$ cat src/rtl/discharge_protection_pkg.sv
// Shared constants, register map and types for the discharge protection block.
package discharge_protection_pkg;

  ////////////////////////////////////////////////////////////////////////////////
  // Clock rate and time figures.
  localparam int CLK_FREQ_MHZ = 20;
  localparam int OC_BASE_TIMEOUT_US = 160000;
  localparam int OC_BASE_TIMEOUT_CYCLES = OC_BASE_TIMEOUT_US * CLK_FREQ_MHZ;
  localparam int DELAY_DIVIDE_FACTOR = 64;
  localparam int TIMER_WIDTH = 26;

  ////////////////////////////////////////////////////////////////////////////////
  // Register map of the serial register port.
  localparam logic [7:0] FET_CONTROL_ADDR = 8'h04;
  localparam logic [7:0] DISCHARGE_CONFIG_ADDR = 8'h05;
  localparam logic [7:0] TIME_SCALE_ADDR = 8'h06;
  localparam logic [7:0] PROTECTION_STATUS_ADDR = 8'h08;

  // Bit positions inside the shared registers.
  localparam int FET_DISCHARGE_BIT = 0;
  localparam int TIME_SCALE_DIVIDE_BIT = 2;
  localparam int STATUS_OC_BIT = 0;
  localparam int STATUS_SC_BIT = 1;

  // Reset values.
  localparam logic [7:0] CONFIG_RESET = 8'h00;
  localparam logic [7:0] READ_ZERO = 8'h00;

  ////////////////////////////////////////////////////////////////////////////////
  // Field layout of the discharge configuration register, bit 7 down to bit 0.
  typedef struct packed {
    logic discharge_oc_auto_off_disable;
    logic [1:0] discharge_oc_threshold_sel;
    logic short_circuit_auto_off_disable;
    logic [1:0] short_circuit_threshold_sel;
    logic [1:0] discharge_oc_delay_sel;
  } discharge_config_type;

  // Sticky protection flags.
  typedef struct packed {
    logic short_circuit_flag;
    logic discharge_oc_flag;
  } status_type;

  // Discharge overcurrent qualification states.
  typedef enum logic [1:0] {
    OC_IDLE = 2'b00,
    OC_TIMING = 2'b01,
    OC_TRIPPED = 2'b10
  } oc_state_type;

  // Timeout in cycles: base doubles per code step, optionally divided.
  function automatic logic [TIMER_WIDTH-1:0] oc_timeout_cycles(
    input logic [TIMER_WIDTH-1:0] base_cycles,
    input logic [1:0] delay_sel,
    input logic divide
  );
    logic [TIMER_WIDTH-1:0] scaled;
    scaled = base_cycles << delay_sel;
    if (divide) begin
      scaled = scaled / TIMER_WIDTH'(DELAY_DIVIDE_FACTOR);
    end
    return scaled;
  endfunction : oc_timeout_cycles

endpackage : discharge_protection_pkg

$ cat src/rtl/level_sync.sv
// Two flip-flop synchroniser for asynchronous comparator levels.
`timescale 1ns/100ps
`default_nettype none

module level_sync #(
  parameter int WIDTH = 2
) (
  input wire logic clk,
  input wire logic srst,
  input wire logic [WIDTH-1:0] async_in,
  output logic [WIDTH-1:0] sync_out
);

  logic [WIDTH-1:0] meta;
  logic [WIDTH-1:0] next_meta;
  logic [WIDTH-1:0] next_sync_out;

  // The pin enters the first stage untouched; reset only clears the second stage,
  // so no gate ever looks at the raw asynchronous level.
  always_comb begin
    next_meta = async_in;
    next_sync_out = srst ? '0 : meta;
  end

  // Both stages are plain registers.
  always_ff @(posedge clk) begin
    meta <= next_meta;
    sync_out <= next_sync_out;
  end

endmodule : level_sync

`default_nettype wire

$ cat src/rtl/persistence_timer.sv
// Counter that flags when an input has held continuously for a given number of cycles.
`timescale 1ns/100ps
`default_nettype none

module persistence_timer #(
  parameter int WIDTH = 26
) (
  input wire logic clk,
  input wire logic srst,
  input wire logic active,
  input wire logic [WIDTH-1:0] limit,
  output logic expired
);

  logic [WIDTH-1:0] count;
  logic [WIDTH-1:0] next_count;
  logic next_expired;

  // Count while active, restart from zero the moment the condition drops.
  // The limit is compared live, so a delay change during timing takes effect at once.
  always_comb begin
    next_count = count;
    next_expired = 1'b0;
    if (srst || !active) begin
      next_count = '0;
    end else begin
      if (count != '1) begin
        next_count = count + WIDTH'(1);
      end
      next_expired = (next_count >= limit);
    end
  end

  always_ff @(posedge clk) begin
    count <= next_count;
    expired <= next_expired;
  end

endmodule : persistence_timer

`default_nettype wire

$ cat src/rtl/discharge_protection_config.sv
// Discharge protection configuration register and automatic shutdown logic.
`timescale 1ns/100ps
`default_nettype none

////////////////////////////////////////////////////////////////////////////////
module discharge_protection_config #(
  parameter int OC_BASE_TIMEOUT = discharge_protection_pkg::OC_BASE_TIMEOUT_CYCLES
) (
  input wire logic clk,
  input wire logic srst,
  input wire logic reg_write_strobe,
  input wire logic reg_read_strobe,
  input wire logic [7:0] reg_addr,
  input wire logic [7:0] reg_write_data,
  output logic [7:0] reg_read_data,
  output logic reg_read_valid,
  input wire logic discharge_oc_detect,
  input wire logic short_circuit_detect,
  output logic [1:0] discharge_oc_threshold_voltage,
  output logic [1:0] short_circuit_threshold_voltage,
  output logic discharge_fet_enable,
  output logic discharge_delay_divide,
  output logic discharge_oc_flag,
  output logic short_circuit_flag,
  output logic temp_sensor_supply_out
);

  import discharge_protection_pkg::*;

  ////////////////////////////////////////////////////////////////////////////////
  // Declarations.

  discharge_config_type config_reg;
  discharge_config_type next_config_reg;
  status_type status;
  status_type next_status;
  oc_state_type oc_state;
  oc_state_type next_oc_state;

  logic next_discharge_fet_enable;
  logic next_discharge_delay_divide;
  logic next_temp_sensor_supply_out;
  logic [7:0] next_reg_read_data;
  logic next_reg_read_valid;

  logic [1:0] detect_sync;
  logic oc_level;
  logic sc_level;
  logic timer_active;
  logic timer_expired;
  logic [TIMER_WIDTH-1:0] timeout_limit;
  logic oc_event;
  logic oc_shutdown;
  logic sc_shutdown;

  logic write_fet;
  logic write_config;
  logic write_scale;
  logic write_status;

  ////////////////////////////////////////////////////////////////////////////////
  // Comparator inputs come from the analog side and are synchronised first.

  level_sync #(
    .WIDTH(2)
  ) u_detect_sync (
    .clk(clk),
    .srst(srst),
    .async_in({short_circuit_detect, discharge_oc_detect}),
    .sync_out(detect_sync)
  );

  assign oc_level = detect_sync[0];
  assign sc_level = detect_sync[1];

  ////////////////////////////////////////////////////////////////////////////////
  // Register write decode.

  // One decode per register keeps the priority logic below readable.
  always_comb begin
    write_fet = reg_write_strobe && (reg_addr == FET_CONTROL_ADDR);
    write_config = reg_write_strobe && (reg_addr == DISCHARGE_CONFIG_ADDR);
    write_scale = reg_write_strobe && (reg_addr == TIME_SCALE_ADDR);
    write_status = reg_write_strobe && (reg_addr == PROTECTION_STATUS_ADDR);
  end

  ////////////////////////////////////////////////////////////////////////////////
  // Configuration and time scale bits.

  // The configuration register is fully writable; the time scale register only holds
  // the divider bit here, its other bits belong to the charge side.
  always_comb begin
    next_config_reg = config_reg;
    next_discharge_delay_divide = discharge_delay_divide;
    if (srst) begin
      next_config_reg = discharge_config_type'(CONFIG_RESET);
      next_discharge_delay_divide = 1'b0;
    end else begin
      if (write_config) begin
        next_config_reg = discharge_config_type'(reg_write_data);
      end
      if (write_scale) begin
        next_discharge_delay_divide = reg_write_data[TIME_SCALE_DIVIDE_BIT];
      end
    end
  end

  always_ff @(posedge clk) begin
    config_reg <= next_config_reg;
    discharge_delay_divide <= next_discharge_delay_divide;
  end

  ////////////////////////////////////////////////////////////////////////////////
  // Threshold selects go straight to the analog comparators as two-bit codes.

  // The codes map to voltages in the comparator reference ladder, not in logic.
  always_ff @(posedge clk) begin
    if (srst) begin
      discharge_oc_threshold_voltage <= 2'h0;
      short_circuit_threshold_voltage <= 2'h0;
    end else begin
      discharge_oc_threshold_voltage <= next_config_reg.discharge_oc_threshold_sel;
      short_circuit_threshold_voltage <= next_config_reg.short_circuit_threshold_sel;
    end
  end

  ////////////////////////////////////////////////////////////////////////////////
  // Discharge overcurrent qualification.

  // Timeout doubles per code step and is divided by 64 with the divider on.
  always_comb begin
    timeout_limit = oc_timeout_cycles(TIMER_WIDTH'(OC_BASE_TIMEOUT),
                                      config_reg.discharge_oc_delay_sel,
                                      discharge_delay_divide);
  end

  // The timer only runs while the indication is present in the timing state.
  assign timer_active = (oc_state == OC_TIMING) && oc_level;

  persistence_timer #(
    .WIDTH(TIMER_WIDTH)
  ) u_oc_timer (
    .clk(clk),
    .srst(srst),
    .active(timer_active),
    .limit(timeout_limit),
    .expired(timer_expired)
  );

  // A trip stays latched while the indication persists, so the host cannot
  // re-enable the FET into a fault that is still present.
  always_comb begin
    next_oc_state = oc_state;
    oc_event = 1'b0;
    unique case (oc_state)
      OC_IDLE: begin
        if (oc_level) begin
          next_oc_state = OC_TIMING;
        end
      end
      OC_TIMING: begin
        if (!oc_level) begin
          next_oc_state = OC_IDLE;
        end else if (timer_expired) begin
          next_oc_state = OC_TRIPPED;
          oc_event = 1'b1;
        end
      end
      OC_TRIPPED: begin
        if (!oc_level) begin
          next_oc_state = OC_IDLE;
        end
      end
      default: begin
        next_oc_state = OC_IDLE;
      end
    endcase
    if (srst) begin
      next_oc_state = OC_IDLE;
      oc_event = 1'b0;
    end
  end

  always_ff @(posedge clk) begin
    oc_state <= next_oc_state;
  end

  ////////////////////////////////////////////////////////////////////////////////
  // Automatic shutdown requests.

  // Short circuits act on the synchronised level; their own delay is analog.
  always_comb begin
    oc_shutdown = (oc_event || (oc_state == OC_TRIPPED))
                  && !config_reg.discharge_oc_auto_off_disable;
    sc_shutdown = sc_level && !config_reg.short_circuit_auto_off_disable;
  end

  ////////////////////////////////////////////////////////////////////////////////
  // Discharge FET enable bit.

  // Hardware shutdown wins over a host write in the same cycle.
  always_comb begin
    next_discharge_fet_enable = discharge_fet_enable;
    if (srst) begin
      next_discharge_fet_enable = 1'b0;
    end else begin
      if (write_fet) begin
        next_discharge_fet_enable = reg_write_data[FET_DISCHARGE_BIT];
      end
      if (oc_shutdown || sc_shutdown) begin
        next_discharge_fet_enable = 1'b0;
      end
    end
  end

  always_ff @(posedge clk) begin
    discharge_fet_enable <= next_discharge_fet_enable;
  end

  ////////////////////////////////////////////////////////////////////////////////
  // Sticky status flags and temperature-sensor supply.

  // Flags are cleared by writing 1; a new event in the same cycle keeps the flag set.
  always_comb begin
    next_status = status;
    if (srst) begin
      next_status = '0;
    end else begin
      if (write_status && reg_write_data[STATUS_OC_BIT]) begin
        next_status.discharge_oc_flag = 1'b0;
      end
      if (write_status && reg_write_data[STATUS_SC_BIT]) begin
        next_status.short_circuit_flag = 1'b0;
      end
      if (oc_event) begin
        next_status.discharge_oc_flag = 1'b1;
      end
      if (sc_level) begin
        next_status.short_circuit_flag = 1'b1;
      end
    end
    next_temp_sensor_supply_out = next_status.discharge_oc_flag
                                  || next_status.short_circuit_flag;
  end

  always_ff @(posedge clk) begin
    status <= next_status;
    discharge_oc_flag <= next_status.discharge_oc_flag;
    short_circuit_flag <= next_status.short_circuit_flag;
    temp_sensor_supply_out <= next_temp_sensor_supply_out;
  end

  ////////////////////////////////////////////////////////////////////////////////
  // Register readback.

  // Unmapped addresses and bits owned by other blocks read as zero.
  always_comb begin
    next_reg_read_data = reg_read_data;
    next_reg_read_valid = 1'b0;
    if (srst) begin
      next_reg_read_data = READ_ZERO;
    end else if (reg_read_strobe) begin
      next_reg_read_valid = 1'b1;
      next_reg_read_data = READ_ZERO;
      unique case (reg_addr)
        FET_CONTROL_ADDR: begin
          next_reg_read_data[FET_DISCHARGE_BIT] = discharge_fet_enable;
        end
        DISCHARGE_CONFIG_ADDR: begin
          next_reg_read_data = 8'(config_reg);
        end
        TIME_SCALE_ADDR: begin
          next_reg_read_data[TIME_SCALE_DIVIDE_BIT] = discharge_delay_divide;
        end
        PROTECTION_STATUS_ADDR: begin
          next_reg_read_data[STATUS_OC_BIT] = status.discharge_oc_flag;
          next_reg_read_data[STATUS_SC_BIT] = status.short_circuit_flag;
        end
        default: begin
          next_reg_read_data = READ_ZERO;
        end
      endcase
    end
  end

  always_ff @(posedge clk) begin
    reg_read_data <= next_reg_read_data;
    reg_read_valid <= next_reg_read_valid;
  end

endmodule : discharge_protection_config

`default_nettype wire

$ cat config.mk
export PLATFORM = sky130hd
export DESIGN_NAME = discharge_protection_config
export DESIGN_NICKNAME = d
export VERILOG_FILES = /design/src/rtl/discharge_protection_pkg.sv /design/src/rtl/level_sync.sv /design/src/rtl/persistence_timer.sv /design/src/rtl/discharge_protection_config.sv
export SDC_FILE = /design/constraint.sdc
export NUM_CORES = 1
export LEC_CHECK = 0
export BUFFER_PORTS_ARGS = -buffer_cell sky130_fd_sc_hd__buf_2
export CAP_MARGIN = 15
export CORE_UTILIZATION = 57
export DETAILED_ROUTE_END_ITERATION = 8
export PLACE_DENSITY = 0.83
export SLEW_MARGIN = 20
export SYNTH_ARGS = -nofsm -noshare
export SYNTH_HDL_FRONTEND = slang
export SYNTH_SLANG_ARGS = --single-unit
$ cat constraint.sdc
create_clock -name clk -period 3.47 [get_ports clk]
set_input_delay 0.1735 -clock clk [delete_from_list [all_inputs] [get_ports clk]]
set_output_delay 0.1735 -clock clk [all_outputs]
set_load 0.1 [all_outputs]
==> key figures, run 1 <==
STA
  • Period utilization: 89.3%
  • Final Hold Fails: 0
  • Final Slew Violations: 0
  • Worst Hold Slack: 0.0757 ns
  • Max frequency: 0.323 GHz
  • PnR worst setup slack: 0.370 ns
  • Setup Total Neg Slack: 0 ns
  • Clock skew after layout: roughly 0.011 ns
  • RSZ-0062 raised after global routing: no
  • Count of final setup violators: 0
  • Max transition margin: 57.5%
  • Worst slew pin tran: 0.638 ns
  • Final Critical Period: between 3 and 4 ns

Synth
  • Synth warn: 0
  • Number of distinct library cells after synthesis: 56
  • Synth Flop Type: dfxtp_1
  • Top cell type's share of synthesized area: 38.3%
  • Synth Instances: ~340
  • Sequential fraction of the synthesis area: 38.3%
  • Synthesized Nets: about 380
  • Most common cell in the netlist: dfxtp_1
  • Cell Area, Synth: 3080 um2
  • Syn Area/Cell: around 9 um2
  • #FFs+latches synth: 59
  • Post-synth top cells: dfxtp_1 (59), nand2_1 (29), a21oi_1 (28), nand3_1 (28), ha_1 (26)
  • Yosys top cell by area: dfxtp_1
  • Number of synthesized flops with an enable pin: 0
  • Asr flop ratio synth: 0%
  • Leading post-synthesis cells by cell area: dfxtp_1 (38%), ha_1 (11%), a21oi_1 (4.5%), nand3_1 (4.5%), and2_1 (4.5%)

Floorplanning
  • Row cnt: 26
  • Die height: 75.5 um
  • Die Width: 75.5 um
  • Num ports: 40
  • Core footprint: 5170 um2
  • Initial Util: 59.6%
  • Die Area: 5700 um2

Setup path
  • FF-to-FF path depth: 13
  • Worst r2r dst: u_oc_timer.expired
  • Critical Path RT: 3.71 ns
  • Reg2Reg Setup Slack: 0.37 ns
  • Crit-path max FO: 7
  • Crit Path Category: flop to flop
  • Worst Setup End Kind: flop
  • Critical Path AT: roughly 3.3 ns
  • Start of the worst register-to-register path: u_oc_timer.count[0]
  • CP startpoint kind: flop

Power
  • Max VDD drop: approximately 0.00038 V
  • PD cells: between 400 and 500 nW/um2
  • P_leak: around 0.0015 uW

Hold path
  • Hold path cells: 3
  • Worst min path class: input port to flop
  • Hold endpoint: config_reg[7]
  • Hold path start: reg_write_data[7]

Routing
  • DR DRC count: 0
  • Via density: between 5 and 6
  • Iter 0 DRT Violations: 133
  • Routed WL: 6610 um
  • Routed WL per cell: 14.6 um
  • Post-DRT Antenna Nets: 0
  • DR pass1 iterations: 4
  • Vias: ~2,600

Place
  • Setup WS pre-CTS: 0.389 ns
  • # port buffers: 39
  • Placed Area: 3310 um2
  • Gpl congestion: 0.881
  • DP Cell Count: 434
  • Detail Placement HPWL: 4800 um

CTS
  • Maximum clock path buffer count: 2
  • TritonCTS clock tree: yes
  • Hold Buf Count CTS: 2
  • Post-CTS Setup Inserts: 0
  • Clk slew on worst S/H paths: 0.07 ns
  • Clock Root Buffer: clkbuf_8
  • CTS buffer count: 9
  • Clock Latency Late Sink: 0.35 ns
  • CTS Sinks: 59
  • Number of cells upsized or downsized after cts: 0
  • H-Tree Depth: 3

Final layout
  • Cell area after layout: between 3000 and 4000 um2
  • Share of layout cells above drive strength 1: 18.8%
  • P&R area growth vs syn: 14.9%
  • Max reg flops: 26
  • Antenna diodes: 0
  • Final std cells w/o fill: 452
  • Number of nets in the layout: 425

Run status
  • Status: completed

Global routing
  • GRT Util Overall: 26.0%
  • Grt total ovfl: 0
  • Initial antenna violation count: 0
  • First-pass GRT wire length: 10,900 um
  • Largest net degree at the start of global routing: 30
  • Vias in the first global route: approximately 2,500

Run
  • Number of max-cap violations: 0
==> logic make-up (layout without fill, tap and decap cells) <==
logic type               count (synthesis)  after routing  synth area share (%)
AO/OA/AOI/OAI                           61             61                  13.3
XOR/XNOR                                20             20                  5.68
adder cells (fa/ha/maj)                 26             26                  10.6
buffers and inverters                   19             65                  2.60
flip-flops                              59             59                  38.3
multiplexers                             6              6                  1.99
AND/OR/NAND/NOR                        145            145                  27.6
==> power by group <==
part / leakage [uW] / internal (uW) / switching, uW
Sequential: 0.000478 / 684 / 3.04
Combinational: 0.000942 / 18.7 / 45.6
Clock: 0.000110 / 399 / 279
Total: 0.00153 / 1100 / 328
==> worst max path at each step <==
stage,start,endpoint,slack (ns),depth (start not counted)
floorplan,discharge_delay_divide,u_oc_timer.expired,0.47,8
global placement,u_oc_timer.count[0],u_oc_timer.expired,0.50,12
detailed placement,u_oc_timer.count[0],u_oc_timer.expired,0.39,13
CTS,u_oc_timer.count[0],u_oc_timer.expired,0.37,13
global route,u_oc_timer.count[0],u_oc_timer.expired,0.08,13
finish,u_oc_timer.count[0],u_oc_timer.expired,0.37,13
==> cell usage in the layout (no fill, tap or decap), types with 2 or more instances in the layout <==
cell,netlist,routed
inv_1,8,8
dlygate4sd3_1,0,2
a211oi_1,4,4
clkbuf_8,0,9
nor2b_1,7,7
dfxtp_1,59,59
nand3_1,28,28
nor3_1,5,5
nor4_1,3,3
nand4_1,8,8
ha_1,26,26
and4_2,2,2
clkinv_2,0,4
xnor2_1,14,14
nand2_1,29,29
buf_2,1,39
nand2b_1,7,7
a21o_1,6,6
o21ai_0,5,5
and4_1,4,4
xor2_1,6,6
mux2i_1,5,5
a31oi_1,3,3
a21boi_0,2,2
bufinv_16,0,2
nand4_4,2,2
and2_1,22,22
a21oi_1,28,28
nor2_1,12,12
and3_2,2,2
nor3b_1,2,2
==> per-stage QoR <==
stage	util, %	power (uW)
2_1_floorplan	-	743
3_3_place_gp	64.1	763
3_5_place_dp	64.1	764
5_1_grt	68.5	1470
6_report	68.5	1430
4_1_cts	68.5	1440
==> layout make-up <==
type	instances	area [um2]
clock inverters	6	80.1
well taps	70	87.6
inverters	8	30.0
multi-input cells	258	1820
fillers	429	1630
flip-flops and latches	59	1180
repair buffers	41	215
clock buffers	10	128
==> critical path, stage by stage, from the launching register on <==
cell and delay [ns]:
dfxtp_1 0.40, ha_1 0.20, and3_2 0.23, nand4_4 0.17
a21oi_1 0.26, nand4_1 0.16, xnor2_1 0.23, ha_1 0.30
a21o_1 0.19, a21oi_1 0.14, a21oi_1 0.08, a211oi_1 0.21
o31ai_1 0.11, a311o_1 0.32
==> routing by layer <==
metal | up-vias | global-route usage [%] | part of all wire (%)
met5 | - | 0 | 0
met4 | 0 | 13.4 | 2.6
met3 | 15 | 7.54 | 4.6
met2 | 77 | 42.1 | 47
met1 | 1211 | 31.6 | 45
li1 | 1291 | - | -
Note: power is estimated with default switching activity, not from simulation.
==> run 2: changes to the inputs <==
CORE_UTILIZATION = 52   (was 57)
GPL_TIMING_DRIVEN = 0   (was not set)
PLACE_DENSITY = 0.8   (was 0.83)
TNS_END_PERCENT = 5   (was not set)
clock period = 2.77 ns   (was 3.47 ns; I/O delays follow)
==> key figures, run 2 (synthesis results as in run 1) <==
Routing
  • Iter 0 DRT Violations: 163 (was 133)
  • Via density: 5.90 (was 5.74)
  • Vias: 2,828 (was 2,594)
  • Routed WL per cell: 16.2 um (was 14.6 um)
  • DR DRC count: 0 (unchanged)
  • Post-DRT Antenna Nets: 0 (unchanged)
  • Routed WL: 7770 um (was 6610 um)
  • DR pass1 iterations: 4 (unchanged)

Place
  • # port buffers: 39 (unchanged)
  • DP Cell Count: 447 (was 434)
  • Placed Area: 3380 um2 (was 3310 um2)
  • Gpl congestion: 0.839 (was 0.881)
  • Detail Placement HPWL: 5110 um (was 4800 um)

STA
  • Final Slew Violations: 0 (unchanged)
  • Max frequency: 0.344 GHz (was 0.323 GHz)
  • Count of final setup violators: 1 (was 0)
  • Final Critical Period: 2.91 ns (was 3.10 ns)
  • Worst slew pin tran: 0.516 ns (was 0.638 ns)
  • Setup Total Neg Slack: -0.137 ns (was 0 ns)
  • RSZ-0062 raised after global routing: yes (was no)
  • Period utilization: 105% (was 89.3%)
  • PnR worst setup slack: -0.137 ns (was 0.370 ns)
  • Max transition margin: 65.2% (was 57.5%)
  • Clock skew after layout: 0.00591 ns (was 0.0114 ns)
  • Final Hold Fails: 0 (unchanged)

Run
  • Number of max-cap violations: 0 (unchanged)

CTS
  • Clock Root Buffer: clkbuf_8 (unchanged)
  • Clock Latency Late Sink: 0.34 ns (was 0.35 ns)
  • CTS buffer count: 9 (unchanged)
  • Maximum clock path buffer count: 2 (unchanged)
  • Clk slew on worst S/H paths: 0.07 ns (about the same)
  • CTS Sinks: 59 (unchanged)
  • TritonCTS clock tree: yes (unchanged)
  • H-Tree Depth: 3 (unchanged)

Floorplanning
  • Die Width: 79.0 um (was 75.5 um)
  • Row cnt: 27 (was 26)
  • Die height: 79.0 um (was 75.5 um)
  • Core footprint: 5610 um2 (was 5170 um2)
  • Num ports: 40 (unchanged)
  • Initial Util: 55.0% (was 59.6%)
  • Die Area: 6240 um2 (was 5700 um2)

Setup path
  • Bufs and invs on worst path: 1 (was 0)
  • Crit Path Category: flop to flop (unchanged)
  • Worst Setup SP: u_oc_timer.count[17] (was u_oc_timer.count[0])
  • CP dominant cell by count: a21o_1 (was a21oi_1)
  • Worst Setup End Kind: flop (unchanged)
  • Worst path cell trace: and4_1, buf_6, nand4_4, o31a_4, nand2_4, xnor2_2, ha_1, a21o_1, a21o_1, a211oi_2, o31ai_2, a311o_1 (was ha_1, and3_2, nand4_4, a21oi_1, nand4_1, xnor2_1, ha_1, a21o_1, a21oi_1, a21oi_1, a211oi_1, o31ai_1, a311o_1)
  • Crit-path max FO: 8 (was 7)
  • Critical Path AT: 3.12 ns (was 3.34 ns)
  • Start of the worst register-to-register path: u_oc_timer.count[17] (was u_oc_timer.count[0])
  • CP startpoint kind: flop (unchanged)
  • Critical Path RT: 2.99 ns (was 3.71 ns)
  • Max incr delay on CP: 0.44 ns (was 0.40 ns)
  • CP delay by family, top: compound AO/OA/AOI/OAI gates (unchanged)
  • Slowest stage cell, crit path: o31a_4 (was dfxtp_1)
  • Reg2Reg Setup Slack: -0.14 ns (was 0.37 ns)

Final layout
  • Commonest non-fill, non-tap cells in the layout: dfxtp_1 (45), buf_2 (40), nand2_1 (28), nand3_1 (27) (was dfxtp_1 (59), buf_2 (39), nand2_1 (29), a21oi_1 (28), nand3_1 (28))
  • P&R area growth vs syn: 26.4% (was 14.9%)
  • Antenna diodes: 0 (unchanged)
  • Max reg flops: 26 (unchanged)
  • Commonest non-fill, non-tap cell in the layout: dfxtp_1 (unchanged)
  • Final Util: 69.5% (was 68.5%)
  • Number of nets in the layout: 450 (was 425)
  • Share of layout cells above drive strength 1: 29.5% (was 18.8%)
  • Cell area after layout: 3890 um2 (was 3540 um2)
  • Final std cells w/o fill: 479 (was 452)

Hold path
  • Hold path start: reg_write_data[7] (unchanged)
  • Worst min path class: input port to flop (unchanged)

Power
  • Clk pwr share: 48.7% (was 47.5%)
  • Tot Pwr: 1840 uW (was 1430 uW)
  • Power share of the combinational group: 4.7% (was 4.5%)
  • P_sw: 407 uW (was 328 uW)
  • P_leak: 0.00172 uW (was 0.00153 uW)
  • Reg power frac: 46.7% (was 48.0%)
  • PD cells: 471 nW/um2 (was 403 nW/um2)
  • P_int: 1430 uW (was 1100 uW)
  • Max VDD drop: 0.000437 V (was 0.000376 V)
  • Sw Share: 22.2% (was 22.9%)

Run status
  • Status: finished with violations (was completed)
  • Violated checks: negative setup slack

Global routing
  • GRT Util Overall: 25.5% (was 26.0%)
  • Grt total ovfl: 0 (unchanged)
  • Vias in the first global route: 2,693 (was 2,457)
  • Initial antenna violation count: 0 (unchanged)
  • First-pass GRT wire length: 12,300 um (was 10,900 um)
  • Largest net degree at the start of global routing: 11 (was 30)
==> run 2: metal layers <==
layer	wire length [um]	part of all wire (%)	vias up	GRT usage (%)
met1	3430	44	1355	31.4
met2	3790	49	94	42.2
met4	166	2.1	0	12.5
met3	386	5.0	24	5.17
li1	-	-	1355	-
met5	0	0	-	0
==> run 2: final timing paths <==
| path | to | cells after the start |
|---|---|---|
| worst max-delay path | u_oc_timer.expired | 12 |
| worst min-delay path | config_reg[7] | 3 |
| worst max register to register | u_oc_timer.expired | 12 |
| worst min register to register | u_detect_sync.sync_out[0] | 1 |
==> run 2: area by class of cell <==
cell class,instances,area [um2]
Timing Repair Buffer,55,333
Sequential cell,59,1210
Clock buffer,11,151
Fill cell,439,1710
Inverter,8,30.0
Clock inverter,5,75.1
Tap cell,72,90.1
Multi-Input combinational cell,258,1960
Buffer,11,50.0
==> run 2: worst reg2reg max path: cells and delay by family (launching register included) <==
family | cells | cell delay (ns)
compound gates | 6 | 1.47
simple gates | 3 | 0.43
flops | 1 | 0.37
fa+ha+maj | 1 | 0.27
buf+inv | 1 | 0.13
xor+xnor | 1 | 0.12
==> run 2: what timing repair did <==
item                                    CTS  global route
resized for setup                        25            16
endpoints found under the hold margin     2             0
pin swaps                                20            18
setup buffers                            10             4
hold buffers                              2             0
endpoints found under the setup margin    1             1
==> run 2: power by group through the flow <==
stage	clock [uW]	combinational (uW)	sequential, uW
2_1_floorplan	0	22.0	909
3_5_place_dp	0	81.8	879
5_1_grt	945	90.2	857
3_3_place_gp	0	80.9	879
4_1_cts	905	84.9	858
6_report	894	85.5	857
==> run 2: per-stage QoR <==
stage | hold slack (ns) | setup slack [ns]
4_1_cts | 0.0501 | -0.0434
3_5_place_dp | 0.243 | -0.334
3_3_place_gp | 0.242 | -0.293
5_1_grt | 0.0707 | -0.176
6_report | 0.0598 | -0.137
2_1_floorplan | 0.166 | 0.00274
